### config.mk
export PLATFORM = sky130hd
export DESIGN_NAME = tmc_top
export DESIGN_NICKNAME = d
export VERILOG_FILES = /design/src/rtl/tmc_pkg.sv /design/src/rtl/tmc_edge_det.sv /design/src/rtl/tmc_top.sv
export VERILOG_INCLUDE_DIRS = /design/src /design/src/rtl
export SDC_FILE = /design/constraint.sdc
export NUM_CORES = 1
export LEC_CHECK = 0
export ABC_CLOCK_PERIOD_IN_PS = 5800
export BUFFER_PORTS_ARGS = -buffer_cell sky130_fd_sc_hd__buf_2
export CORE_MARGIN = 2
export CORE_UTILIZATION = 50
export DETAILED_ROUTE_END_ITERATION = 7
export PLACE_DENSITY_LB_ADDON = 0.1
export SLEW_MARGIN = 10
export SYNTH_ARGS = -nofsm -noshare
export SYNTH_HDL_FRONTEND = slang
export SYNTH_SLANG_ARGS = --single-unit
### constraint.sdc
create_clock -name clk -period 5.8 [get_ports clk]
set_input_delay 0.58 -clock clk [delete_from_list [all_inputs] [get_ports clk]]
set_output_delay 0.58 -clock clk [all_outputs]
set_load 0.005 [all_outputs]
### src/rtl/tmc_regs.svh
// Register offsets, field positions, reset values and widths of the timer channel control
`ifndef TMC_REGS_SVH
`define TMC_REGS_SVH

`define TMC_ADDR_MODE 16'hffad
`define TMC_ADDR_CCCTL 16'hffbc
`define TMC_RST_MODE 8'h00
`define TMC_RST_CCCTL 8'h00
`define TMC_CNT_W 16
`define TMC_OVF_BIT 0
`define TMC_TOG_BIT 1
`define TMC_OP_LO_BIT 2
`define TMC_OP_HI_BIT 3
`define TMC_CC1_ROLE_BIT 0
`define TMC_TRIG_SEL_BIT 1
`define TMC_CC2_ROLE_BIT 2
`define TMC_ES_FALL 2'b00
`define TMC_ES_RISE 2'b01
`define TMC_ES_BOTH 2'b11

`endif

### src/rtl/tmc_pkg.sv
// Types shared by the timer channel control modules
package tmc_pkg;
`include "tmc_regs.svh"

	typedef enum logic [1:0] {
		TMC_OP_STOP,
		TMC_OP_FREE,
		TMC_OP_EDGE_CLR,
		TMC_OP_MATCH_CLR
	} tmc_op_t;

	typedef struct packed {
		logic [`TMC_CNT_W-1:0] cnt;
		logic [`TMC_CNT_W-1:0] cc1;
		logic [`TMC_CNT_W-1:0] cc2;
		tmc_op_t op;
		logic tog_cond;
		logic ovf;
		logic [2:0] crc;
		logic tog_out;
		logic irq;
		logic [7:0] rdata;
	} tmc_state_t;

	typedef struct packed {
		logic sync1;
		logic sync2;
		logic prev;
	} tmc_edge_state_t;

endpackage

### src/rtl/tmc_edge_det.sv
// Pin synchroniser and rise/fall pulse detector
`timescale 1ns/1ps
module tmc_edge_det
	import tmc_pkg::*;
(
	// Clock and reset
	input wire logic clk,
	input wire logic rst,
	// Asynchronous pin
	input wire logic pin,
	// Edge pulses
	output logic rise,
	output logic fall
);

	tmc_edge_state_t s_q;
	tmc_edge_state_t s_d;

	always_comb begin
		s_d = s_q;
		s_d.sync1 = pin;
		s_d.sync2 = s_q.sync1;
		s_d.prev = s_q.sync2;
	end

	always_ff @(posedge clk) begin
		if (rst) begin
			s_q <= '0;
		end else begin
			s_q <= s_d;
		end
	end

	assign rise = s_q.sync2 & ~s_q.prev;
	assign fall = ~s_q.sync2 & s_q.prev;

endmodule

### src/rtl/tmc_top.sv
// Timer channel mode control, compare/capture control and 16-bit counter
//
// How it works
// - Operation field 00 stops the channel and holds the counter at zero.
// - Field 01 runs free; field 10 clears counter on valid primary pin edge.
// - Field 11 clears and restarts counter when it equals first register.
// - Toggle condition 0: output inverts on either compare match.
// - Toggle condition 1: output inverts on matches and valid primary edges too.
// - Overflow flag sets when counter wraps from all ones to zero.
// - Overflow flag clears on software write of 0 or when operation is 00.
// - Software writing 1 to overflow flag sets it.
// - Active trigger edges come from the prescaler edge-select field bits 5:4.
// - Capture/compare control takes bit and byte writes; reset gives 00.
// - Bits 0 and 2 pick compare (0) or capture (1) for each register.
// - Trigger select 0 captures first register on secondary edge, 1 on opposite primary edge.
// - Both-edges primary select with trigger select 1 detects no primary edge.
// - Trigger select 1: secondary edge raises first interrupt, no capture.
`timescale 1ns/1ps
`include "tmc_regs.svh"
module tmc_top
	import tmc_pkg::*;
(
	// Clock and reset
	input wire logic clk,
	input wire logic rst,
	// Register access
	input wire logic [15:0] bus_addr,
	input wire logic bus_wr,
	input wire logic [7:0] bus_wdata,
	input wire logic bus_bit_wr,
	input wire logic [2:0] bus_bit_pos,
	input wire logic bus_bit_val,
	input wire logic bus_rd,
	output logic [7:0] bus_rdata,
	// Capture/compare register load
	input wire logic cc1_wr,
	input wire logic cc2_wr,
	input wire logic [`TMC_CNT_W-1:0] cc_wdata,
	// Prescaler side
	input wire logic count_tick,
	input wire logic [1:0] edge_sel_prim,
	input wire logic [1:0] edge_sel_sec,
	// Trigger pins
	input wire logic primary_trigger_pin,
	input wire logic secondary_trigger_pin,
	// Outputs
	output logic toggle_output_pin,
	output logic first_match_interrupt,
	output logic [`TMC_CNT_W-1:0] counter_value,
	output logic [`TMC_CNT_W-1:0] first_cc_register,
	output logic [`TMC_CNT_W-1:0] second_cc_register,
	output logic overflow_flag
);

	localparam logic [`TMC_CNT_W-1:0] CNT_MAX = '1;

	tmc_state_t s_q;
	tmc_state_t s_d;
	logic prim_rise, prim_fall, sec_rise, sec_fall;
	logic prim_valid, prim_rev, sec_valid;
	logic run, tick_run, match1, match2, ovf_evt, cap1, cap2, sec_irq, tog_evt;
	logic hit_mode, hit_ccctl;
	logic [7:0] mode_cur, mode_new, ccctl_cur, ccctl_new;

	// ------------------------------------------------------------
	// Pin edge detection
	// ------------------------------------------------------------
	tmc_edge_det u_prim (
		.clk(clk),
		.rst(rst),
		.pin(primary_trigger_pin),
		.rise(prim_rise),
		.fall(prim_fall)
	);

	tmc_edge_det u_sec (
		.clk(clk),
		.rst(rst),
		.pin(secondary_trigger_pin),
		.rise(sec_rise),
		.fall(sec_fall)
	);

	// Valid edge for a select code; rev picks the opposite phase
	function automatic logic edge_hit(input logic [1:0] es, input logic r, input logic f,
			input logic rev);
		logic hit;
		hit = 1'b0;
		unique case (es)
			`TMC_ES_FALL: hit = rev ? r : f;
			`TMC_ES_RISE: hit = rev ? f : r;
			`TMC_ES_BOTH: hit = rev ? 1'b0 : (r | f);
			default: hit = 1'b0;
		endcase
		return hit;
	endfunction

	// Byte write or single-bit write onto a register image
	function automatic logic [7:0] apply_write(input logic [7:0] old, input logic hit,
			input logic wr, input logic [7:0] wdata, input logic bwr,
			input logic [2:0] pos, input logic bval);
		logic [7:0] r;
		r = old;
		if (hit && wr) begin
			r = wdata;
		end else if (hit && bwr) begin
			r[pos] = bval;
		end
		return r;
	endfunction

	assign prim_valid = edge_hit(edge_sel_prim, prim_rise, prim_fall, 1'b0)
		& ~(s_q.crc[`TMC_TRIG_SEL_BIT] & (edge_sel_prim == `TMC_ES_BOTH));
	assign prim_rev = edge_hit(edge_sel_prim, prim_rise, prim_fall, 1'b1);
	assign sec_valid = edge_hit(edge_sel_sec, sec_rise, sec_fall, 1'b0);

	// ------------------------------------------------------------
	// Events
	// ------------------------------------------------------------
	assign run = (s_q.op != TMC_OP_STOP);
	assign tick_run = count_tick & run;
	assign match1 = tick_run & ~s_q.crc[`TMC_CC1_ROLE_BIT] & (s_q.cnt == s_q.cc1);
	assign match2 = tick_run & ~s_q.crc[`TMC_CC2_ROLE_BIT] & (s_q.cnt == s_q.cc2);
	assign ovf_evt = tick_run & (s_q.cnt == CNT_MAX);
	assign cap1 = run & s_q.crc[`TMC_CC1_ROLE_BIT]
		& (s_q.crc[`TMC_TRIG_SEL_BIT] ? prim_rev : sec_valid);
	assign cap2 = run & s_q.crc[`TMC_CC2_ROLE_BIT] & prim_valid;
	assign sec_irq = run & s_q.crc[`TMC_TRIG_SEL_BIT] & sec_valid;
	assign tog_evt = match1 | match2 | (s_q.tog_cond & run & prim_valid);

	// ------------------------------------------------------------
	// Register decode
	// ------------------------------------------------------------
	assign hit_mode = (bus_addr == `TMC_ADDR_MODE);
	assign hit_ccctl = (bus_addr == `TMC_ADDR_CCCTL);
	assign mode_cur = {4'h0, s_q.op, s_q.tog_cond, s_q.ovf};
	assign ccctl_cur = {5'h00, s_q.crc};
	assign mode_new = apply_write(mode_cur, hit_mode, bus_wr, bus_wdata, bus_bit_wr,
		bus_bit_pos, bus_bit_val);
	assign ccctl_new = apply_write(ccctl_cur, hit_ccctl, bus_wr, bus_wdata, bus_bit_wr,
		bus_bit_pos, bus_bit_val);

	// ------------------------------------------------------------
	// Next state
	// ------------------------------------------------------------
	always_comb begin
		s_d = s_q;
		s_d.op = tmc_op_t'(mode_new[`TMC_OP_HI_BIT:`TMC_OP_LO_BIT]);
		s_d.tog_cond = mode_new[`TMC_TOG_BIT];
		s_d.ovf = mode_new[`TMC_OVF_BIT];
		s_d.crc = ccctl_new[2:0];
		if (ovf_evt) begin
			s_d.ovf = 1'b1;
		end
		if (s_d.op == TMC_OP_STOP) begin
			s_d.ovf = 1'b0;
		end
		if (s_d.op == TMC_OP_STOP) begin
			s_d.cnt = '0;
		end else if ((s_q.op == TMC_OP_EDGE_CLR) && prim_valid) begin
			s_d.cnt = '0;
		end else if (tick_run) begin
			if ((s_q.op == TMC_OP_MATCH_CLR) && (s_q.cnt == s_q.cc1)) begin
				s_d.cnt = '0;
			end else begin
				s_d.cnt = s_q.cnt + 1'b1;
			end
		end
		if (cc1_wr) begin
			s_d.cc1 = cc_wdata;
		end
		if (cap1) begin
			s_d.cc1 = s_q.cnt;
		end
		if (cc2_wr) begin
			s_d.cc2 = cc_wdata;
		end
		if (cap2) begin
			s_d.cc2 = s_q.cnt;
		end
		if (tog_evt) begin
			s_d.tog_out = ~s_q.tog_out;
		end
		s_d.irq = match1 | cap1 | sec_irq;
		if (bus_rd) begin
			s_d.rdata = hit_mode ? mode_cur : (hit_ccctl ? ccctl_cur : 8'h00);
		end
	end

	always_ff @(posedge clk) begin
		if (rst) begin
			s_q <= '0;
		end else begin
			s_q <= s_d;
		end
	end

	assign bus_rdata = s_q.rdata;
	assign toggle_output_pin = s_q.tog_out;
	assign first_match_interrupt = s_q.irq;
	assign counter_value = s_q.cnt;
	assign first_cc_register = s_q.cc1;
	assign second_cc_register = s_q.cc2;
	assign overflow_flag = s_q.ovf;
endmodule

# --- Word level (Yosys, flattened, before mapping) ---
# Cells that the tools add are included.
word_totals:
  inputBits: 58
  ff_bits: 71
  out_inout_bits: 59
classes:
  n_eq_ne: 11
  add_sub_neg: 1
  magnitude_cmp: 2
  mux: 20
  bitwise_logic: 34
  reduce_logical: 18
op_table:
  columns: ["op", "count"]
  rows:
  - ["$mux W16", 5]
  - ["$eq A16 B16 Y1 const B", 3]
  - ["$eq A16 B16 Y1", 2]
  - ["$and A1 B1 Y1", 20]
  - ["$add A16 B1 Y16 const B", 1]
  - ["$bwmux W8", 2]
  - ["$mux W4", 3]
  - ["$reduce_bool A2 Y1", 5]
  - ["$mux W3", 3]
  - ["$eq A2 B2 Y1 const B", 4]
  - ["$not A1 Y1", 8]
  - ["$logic_and A1 B1 Y1", 7]
  - ["$logic_not A2 Y1", 3]
  - ["$or A1 B1 Y1", 6]
  - ["$pmux W1 S3", 2]
  - ["$eq A2 B1 Y1 const B", 2]
  - ["$lt A3 B4 Y1 const B", 1]
  - ["$demux W1 S3", 1]
  - ["$ge A3 B1 Y1 const B", 1]
  - ["$mux W1", 3]
  - ["$reduce_bool A3 Y1", 1]
  - ["$reduce_or A3 Y1", 1]
  - ["$pmux W1 S2", 1]
  - ["$reduce_or A2 Y1", 1]

# --- Longest topological paths before layout ---
# Gate-level depths: netlist of the first run.
logic_depth:
  ltp_word: 9
  mapped_depth: 8

# --- By module ---
# A second synthesis of the first run with hierarchy kept.
unflattened:
  cells_unflattened: 416
  area_unflattened_um2: 3828.7
by_module_without_submodules:
  columns: ["module", "area_per_inst_um2", "seq_area_each_um2", "cells_each", "instances"]
  rows:
  - ["tmc_top", 3646.0, 1221.2, 400, 1]
  - ["tmc_edge_det", 91.3, 60.1, 8, 2]

# --- Worst setup path after synthesis of the first run ---
# No wires, ideal clock.
synth_timing:
  path_type: "input -> register"
  start: "in bus_addr[1]"
  end: "reg s_q, in the netlist counter_value[12]"
  setup_time_ns: 0.115
  path_buffers: 1
  setup_slack_ns: 3.707
  path_stages: 7
  required_time_ns: 5.685
  t_arrival_ns: 1.978
  cell_sequence: "nand4bb_4 -> nor4_4 -> o21ai_0 -> a22o_1 -> o211ai_4 -> buf_6 -> nor2_1"
synth_between:
  elab_chain_len: 6
  elab_cells_between_ends: 7
  cone_classes: "eq/ne (1); mux (2); reduce/logical (4)"
synth_rtl:
  columns: ["item", "line", "rtl"]
  rows:
  - ["from (decl)", "tmc_top.sv:27", "input wire logic [15:0] bus_addr,"]
  - ["$eq A16 B16 Y1 (no line) (*)", null, null]
  - ["$logic_and A1 B1 Y1", "tmc_top.sv:106", "end else if (hit && bwr) begin"]
  - ["$mux W4", "tmc_top.sv:106", null]
  - ["$mux W4 (*)", "tmc_top.sv:104", "if (hit && wr) begin"]
  - ["$logic_not A2 Y1 (*)", "tmc_top.sv:158", "if (s_d.op == TMC_OP_STOP) begin"]
  - ["$reduce_or A3 Y1 (no line) (*)", null, null]
  - ["to (signal assigned)", "tmc_top.sv:192", "s_q <= '0;"]
  - ["to (signal assigned)", "tmc_top.sv:194", "s_q <= s_d;"]
  - ["to (decl)", "tmc_top.sv:57", "tmc_state_t s_q;"]
# Mark *: on every way between the ends. The rest lies on a longest branch, timed or not. The select of a mux whose other input is x is not followed.
# A chain may end at the register's enable or synchronous reset.

# --- Final worst setup path of the first run ---
layout_timing:
  start: "reg u_prim.s_q, in the netlist u_prim.s_d[0]"
  end: "reg s_q, in the netlist second_cc_register[14]"
layout_between:
  elab_chain_len: 7
  elab_cells_between_ends: 9
  cone_classes: "mux (2); bitwise (6); reduce/logical (1)"
layout_rtl:
  columns: ["item", "line", "rtl"]
  rows:
  - ["from (decl)", "tmc_edge_det.sv:16", "tmc_edge_state_t s_q;"]
  - ["from (signal assigned)", "tmc_edge_det.sv:28", "s_q <= '0;"]
  - ["from (signal assigned)", "tmc_edge_det.sv:30", "s_q <= s_d;"]
  - ["$not A1 Y1", "tmc_edge_det.sv:35", "assign fall = ~s_q.sync2 & s_q.prev;"]
  - ["$and A1 B1 Y1", "tmc_edge_det.sv:35", null]
  - ["$or A1 B1 Y1", null, null]
  - ["$pmux W1 S3 (*)", "tmc_top.sv:89", "unique case (es)"]
  - ["$and A1 B1 Y1 (*)", "tmc_top.sv:112", "assign prim_valid = edge_hit(edge_sel_prim, prim_rise, prim_fall, 1'b0)"]
  - ["$and A1 B1 Y1 (*)", "tmc_top.sv:127", "assign cap2 = run & s_q.crc[`TMC_CC2_ROLE_BIT] & prim_valid;"]
  - ["$mux W16 / $reduce_bool A2 Y1 (equally long branches)", null, null]
# Mark *: on every way between the ends. The rest lies on a longest branch, timed or not.

==> results by group, run 1 <==
Placed design
  – Pre-CTS WS: around 3.0 ns
  – I/O Buffers: around 110
  – Post-DP HPWL: 6640 um
  – DP Area: 4100 um2
  – Placed Instances: 577
  – RePlAce Congestion: about 0.83

Logic synthesis
  – Syn_area_per_cell: 8.78 um2
  – #FFs+latches synth: 67
  – Post-synth top area share: 0.374
  – Most area-consuming cells after synthesis: dfxtp_1 (37%), mux2i_1 (9.8%), a211oi_1 (7.5%)
  – Synthesized cell area: 3590 um2
  – Primary FF master, synth: dfxtp_1
  – Synth warn: 0
  – Seq/Total Area, Yosys: 0.374
  – Syn Inst Count: 409
  – Post-synth cell types: 47
  – Asr flop ratio synth: 0
  – Area leader, netlist: dfxtp_1
  – Number of synthesized flops with an enable pin: 0

Layout
  – Final Cell Area: 4310 um2
  – Fin cells: ~600
  – Area delta synth->final: 20.0%
  – Final core occ: 0.627
  – Share of post-route cells with drive strength above 1: 0.268
  – Fin nets: around 560
  – Ant. Diodes: 0

Clocking
  – Cts hold-fix bufs: 0
  – CTS clk-pin slew, worst paths: 0.08 ns
  – CTS Root Cell: clkbuf_8
  – CTS tree: done
  – Inserted Clock Buffers: 9
  – Clk sinks: 67
  – Worst skew pair latency: 0.35 ns
  – PostCTS Resize Cnt: 0
  – H-tree levels: 3
  – Post-CTS Repair Setup Buffers: 0
  – Clock Path Buffers: 2

Setup path
  – Worst path cell trace: inv_1 > ha_1 > or3_1 > a31oi_1 > nand3_1 > a211oi_1
  – RR Startpoint: u_prim.s_d[0]$_SDFF_PP0_
  – Highest net fanout along the worst path: 32
  – Required @ worst endpoint: slightly above 6 ns
  – Crit. End Element: register
  – Worst EP arrival: 3.01 ns
  – Crit path kind: reg2reg
  – Worst path buffer plus inverter count: 1
  – Critical Path Max Stage Delay: 0.86 ns
  – Startpoint Class: register
  – CP top delay family: simple AND/OR/NAND/NOR gates
  – Crit-path slowest cell: nand3_1
  – Crit path launch: u_prim.s_d[0]$_SDFF_PP0_

Power and ir drop
  – Seq pwr share: 0.493
  – Clk pwr share: 0.400
  – Internal power: 0.742 mW
  – Switching pwr: between 0.2 and 0.3 mW
  – Leakage dissipation: 1.96 nW
  – Final Power: 0.994 mW
  – P per Cell Area: 231 nW/um2
  – Sw Share: 0.253
  – Combinational power share: 0.108
  – VDD IR-drop max: 0.148 mV

STA
  – Min cycle time layout: 2.77 ns
  – Final Hold Viols: 0
  – Worst Max-Slew Pin Slew: 1.18 ns
  – Rel. slew slack: 0.214
  – Hold_ws: 0.434 ns
  – Fmax: 361 MHz
  – Setup tns final: 0 ns
  – Fin worst setup slack: 3.03 ns
  – Pins Over Slew Limit: 0
  – RSZ-0062 raised after global routing: false
  – Period utilization: 0.477
  – Skew final: 0.0112 ns
  – Final setup viols: 0

Outcome
  – Status: complete, no violations

Routing
  – DR pass1 iterations: 4
  – Via count: 3180
  – Initial drt markers: 142
  – DRT antenna net count: 0
  – Vias per inst: 5.36
  – Final wirelength: 9110 um
  – Routed length per instance: 15.4 um
  – Remaining DRCs: 0

Floorplanning
  – Floorplan core area: 6870 um2
  – Standard-cell rows: 30
  – Die Wd: around 90 um
  – Io pins: 117
  – Die area: approximately 8000 um2
  – Starting density of the core: 0.523
  – Chip height: a little under 90 um

Global route
  – Initial antenna violation count: 0
  – GRT overflow: 0
  – Vias in the first global route: 2817
  – First-pass GRT wire length: 13800 um
  – GRT Overall Usage: 0.231
  – Pin count of the biggest net entering global routing: 53

Min path
  – Worst min path class: in2reg
  – Min-delay src: primary_trigger_pin

Flow run
  – Max-cap violations: 0
## final timing paths
check / endpoint / slack (ns) / depth (start not counted)
worst min register to register: u_prim.s_d[0]$_SDFF_PP0_ / 0.44 / 1
worst max-delay path: second_cc_register[14]$_SDFFE_PP0P_ / 3.03 / 6
worst min-delay path: u_prim.s_d[1]$_SDFF_PP0_ / 0.43 / 2
worst max register to register: second_cc_register[14]$_SDFFE_PP0P_ / 3.03 / 6
## cells in the final DEF (no fill, tap or decap), types with 10 or more instances in the layout
cell type    n
clkbuf_8    10
xnor2_1     24
a21oi_1     10
mux2i_1     35
a211oi_1    36
buf_2      108
dfxtp_1     67
nand4_1     10
xor2_1      22
nor2_1      62
nand2_1     14
## sequential cells by signal (all words and copies together) (netlist names)
register and flops:
bus_rdata 4, ccctl_cur 3, counter_value 16, first_cc_register 16, first_match_interrupt 1, mode_cur 3
overflow_flag 1, second_cc_register 16, toggle_output_pin 1, u_prim.s_d 2, u_prim.s_q 1, u_sec.s_d 2
u_sec.s_q 1
## power groups by stage
stage | clock (mW) | sequential (mW) | combinational (mW)
detailed placement | 0 | 0.500 | 0.107
global route | 0.422 | 0.491 | 0.118
CTS | 0.404 | 0.489 | 0.107
finish | 0.397 | 0.489 | 0.107
floorplan | 0 | 0.499 | 0.0616
global placement | 0 | 0.500 | 0.104
## routing by layer
| metal | up-vias | track usage | share of wire |
|---|---|---|---|
| met1 | 1469 | 0.271 | 0.43 |
| met3 | 13 | 0.0662 | 0.056 |
| met2 | 103 | 0.410 | 0.49 |
| li1 | 1595 | - | - |
| met4 | 0 | 0.0661 | 0.019 |
| met5 | - | 0 | 0 |
## cells in the mapped netlist, types with 2 or more instances
master	instances
dfxtp_1	67
nor2_1	62
a211oi_1	36
clkbuf_1	35
mux2i_1	35
xnor2_1	24
xor2_1	22
nand2_1	14
a21oi_1	10
nand4_1	10
inv_1	9
nor2b_1	9
nand3_1	8
nor4_1	6
ha_1	5
o21ai_0	5
a22o_1	4
a31oi_1	4
buf_4	4
nor3_1	4
a22oi_1	3
and3_1	3
or2_2	3
and4_1	2
and4b_1	2
nor4b_1	2
## kinds of logic after synthesis
group           synth area share
compound gates             0.140
xor+xnor                   0.112
fa+ha+maj                 0.0174
other cells              0.00104
flops                      0.374
simple gates               0.200
mux                       0.0976
buf+inv                   0.0575
## worst reg2reg max path, delay by kind of cell (launching register included)
family | cells | cell delay, ns
simple gates | 2 | 1.20
buf+inv | 1 | 0.06
flops | 1 | 0.34
fa+ha+maj | 1 | 0.27
compound gates | 2 | 0.79
## area by class of cell
class | count | area, um2
sequential | 67 | 1340
multi-input combinational | 296 | 2060
inverter | 9 | 33.8
clock buffer | 11 | 141
tap | 96 | 120
fill | 633 | 2560
timing repair buffer | 109 | 548
clock inverter | 5 | 62.6
(Power assumes the default switching activity.)
==> inputs of run 2 (changes only) <==
ABC_CLOCK_PERIOD_IN_PS = 2700   (was 5800)
clock period = 2.7 ns   (was 5.8 ns; I/O delays follow)
==> run 2 against run 1 <==
Count of clock-buffer cells in the layout up 1. Worst hold slack got worse by 0.29 ns. Non-clock buffer count increased by 15. Setup slack lost 2.5 ns. Final area is 1.6% higher. Sequential cell count unchanged. Cell count rose by 2.4%. Die area stayed put. Global-route usage is 1.3 points higher. Fmax is 29% higher. Critical endpoint is now counter_value[2]$_SDFFE_PP0P_. Largest power group unchanged. Highest routed layer unchanged.
==> results by group, run 2 (synthesis gave the netlist of run 1 again) <==
Global route
  – Initial antenna violation count: 0 (unchanged)
  – Met2 Use GR: 0.435 (was 0.410)
  – Gr busiest metal: met2 (unchanged)
  – GRT overflow: 0 (unchanged)
  – GRT Overall Usage: 0.244 (was 0.231)
  – Vias in the first global route: 2955 (was 2817)
  – Grt met3 use: 0.0466 (was 0.0662)
  – First-pass GRT wire length: 14500 um (was 13800 um)
  – Pin count of the biggest net entering global routing: 52 (was 53)
  – M1 GR Usage: 0.292 (was 0.271)

Layout
  – Most common cell after layout, fill and taps aside: buf_2 (unchanged)
  – Fin nets: 570 (was 555)
  – Share of post-route cells with drive strength above 1: 0.286 (was 0.268)
  – Commonest cells after routing, fill and taps aside: buf_2 (108), dfxtp_1 (67), nor2_1 (62) (unchanged)
  – Area delta synth->final: 21.9% (was 20.0%)
  – Final core occ: 0.637 (was 0.627)
  – Ant. Diodes: 0 (unchanged)

Placed design
  – I/O Buffers: 108 (unchanged)
  – Pre-CTS WS: 0.553 ns (was 3.01 ns)
  – RePlAce Congestion: 0.832 (unchanged)
  – Post-DP HPWL: 7010 um (was 6640 um)

Setup path
  – Startpoint Class: register (unchanged)
  – Highest net fanout along the worst path: 15 (was 32)
  – Worst EP arrival: 2.34 ns (was 3.01 ns)
  – Crit. End Element: register (unchanged)
  – Required @ worst endpoint: 2.90 ns (was 6.04 ns)
  – Crit path kind: reg2reg (unchanged)

Outcome
  – Status: complete, no violations (unchanged)

Clocking
  – PostCTS Resize Cnt: 0 (unchanged)
  – CTS clk-pin slew, worst paths: 0.07 ns (was 0.08 ns)
  – Inserted Clock Buffers: 9 (unchanged)
  – Post-CTS Repair Setup Buffers: 0 (unchanged)
  – CTS tree: done (unchanged)
  – Worst skew pair latency: 0.33 ns (was 0.35 ns)
  – CTS Root Cell: clkbuf_8 (unchanged)
  – H-tree levels: 3 (unchanged)
  – Cts hold-fix bufs: 0 (unchanged)
  – Clock Path Buffers: 2 (unchanged)
  – Clk sinks: 67 (unchanged)

Routing
  – Initial drt markers: 162 (was 142)
  – Final wirelength: 9330 um (was 9110 um)
  – DR pass1 iterations: 4 (unchanged)
  – Vias per inst: 5.38 (was 5.36)
  – Remaining DRCs: 0 (unchanged)
  – Via count: 3266 (was 3180)
  – Routed length per instance: 15.4 um (about the same)
  – DRT antenna net count: 0 (unchanged)

STA
  – Rel. slew slack: 0.604 (was 0.214)
  – Min cycle time layout: 2.14 ns (was 2.77 ns)
  – Hold_ws: 0.148 ns (was 0.434 ns)
  – Fmax: 467 MHz (was 361 MHz)
  – RSZ-0062 raised after global routing: false (unchanged)
  – Final setup viols: 0 (unchanged)
  – Final Hold Viols: 0 (unchanged)
  – Pins Over Slew Limit: 0 (unchanged)
  – Worst Max-Slew Pin Slew: 0.589 ns (was 1.18 ns)
  – Skew final: 0.00786 ns (was 0.0112 ns)
  – Setup tns final: 0 ns (unchanged)
  – Period utilization: 0.794 (was 0.477)
  – Fin worst setup slack: 0.557 ns (was 3.03 ns)

Min path
  – Worst min path class: in2reg (unchanged)

Floorplanning
  – Floorplan core area: 6870 um2 (unchanged)
  – Chip height: 88.7 um (unchanged)
  – Die Wd: 88.7 um (unchanged)
  – Starting density of the core: 0.523 (unchanged)
  – Die area: 7870 um2 (unchanged)
  – Standard-cell rows: 30 (unchanged)
  – Io pins: 117 (unchanged)

Power and ir drop
  – Final Power: 1.99 mW (was 0.994 mW)
  – VDD IR-drop max: 0.262 mV (was 0.148 mV)
  – P per Cell Area: 454 nW/um2 (was 231 nW/um2)
  – Leakage dissipation: 2.03 nW (was 1.96 nW)

Flow run
  – Max-cap violations: 0 (unchanged)
-- run 2: worst max-delay path, cell delays in order, from the launching register on --
cell      delay, ns
dfxtp_1        0.56
xnor2_1        0.17
nand4_1        0.13
nor4_1         0.56
nand3_1        0.23
o211ai_4       0.26
nor2_1         0.11
-- run 2: worst paths after layout --
path / startpoint / to / slack, ns / cells after the start
max reg2reg: counter_value[10]$_SDFFE_PP0P_ / counter_value[2]$_SDFFE_PP0P_ / 0.56 / 6
min reg2reg: u_prim.s_d[1]$_SDFF_PP0_ / u_prim.s_d[0]$_SDFF_PP0_ / 0.45 / 1
min: primary_trigger_pin / u_prim.s_d[1]$_SDFF_PP0_ / 0.15 / 2
max: counter_value[10]$_SDFFE_PP0P_ / counter_value[2]$_SDFFE_PP0P_ / 0.56 / 6
-- run 2: power breakdown --
group | total, mW | switching, mW | internal, mW
Clock | 0.704 | 0.355 | 0.349
Sequential | 1.05 | 0.0316 | 1.02
Combinational | 0.229 | 0.110 | 0.119
Total | 1.99 | 0.497 | 1.49
-- run 2: area by class of cell --
cell class,instances,area (um2)
Fill cell,658,2490
Multi-Input combinational cell,296,2060
Sequential cell,67,1340
Timing Repair Buffer,124,661
Clock buffer,12,145
Tap cell,96,120
Inverter,9,33.8
Clock inverter,3,15.0
-- run 2: layer usage --
layer  up-vias  share of wire
met5         -              0
met4         0          0.016
met3        14          0.055
met2       102           0.51
met1      1528           0.42
li1       1622              -
-- run 2: stage by stage --
step | cells | instance area, um2
6_report | 607 | 4380
4_1_cts | 607 | 4380
2_1_floorplan | 412 | 3600
3_5_place_dp | 592 | 4220
5_1_grt | 607 | 4380
3_3_place_gp | 592 | 4220
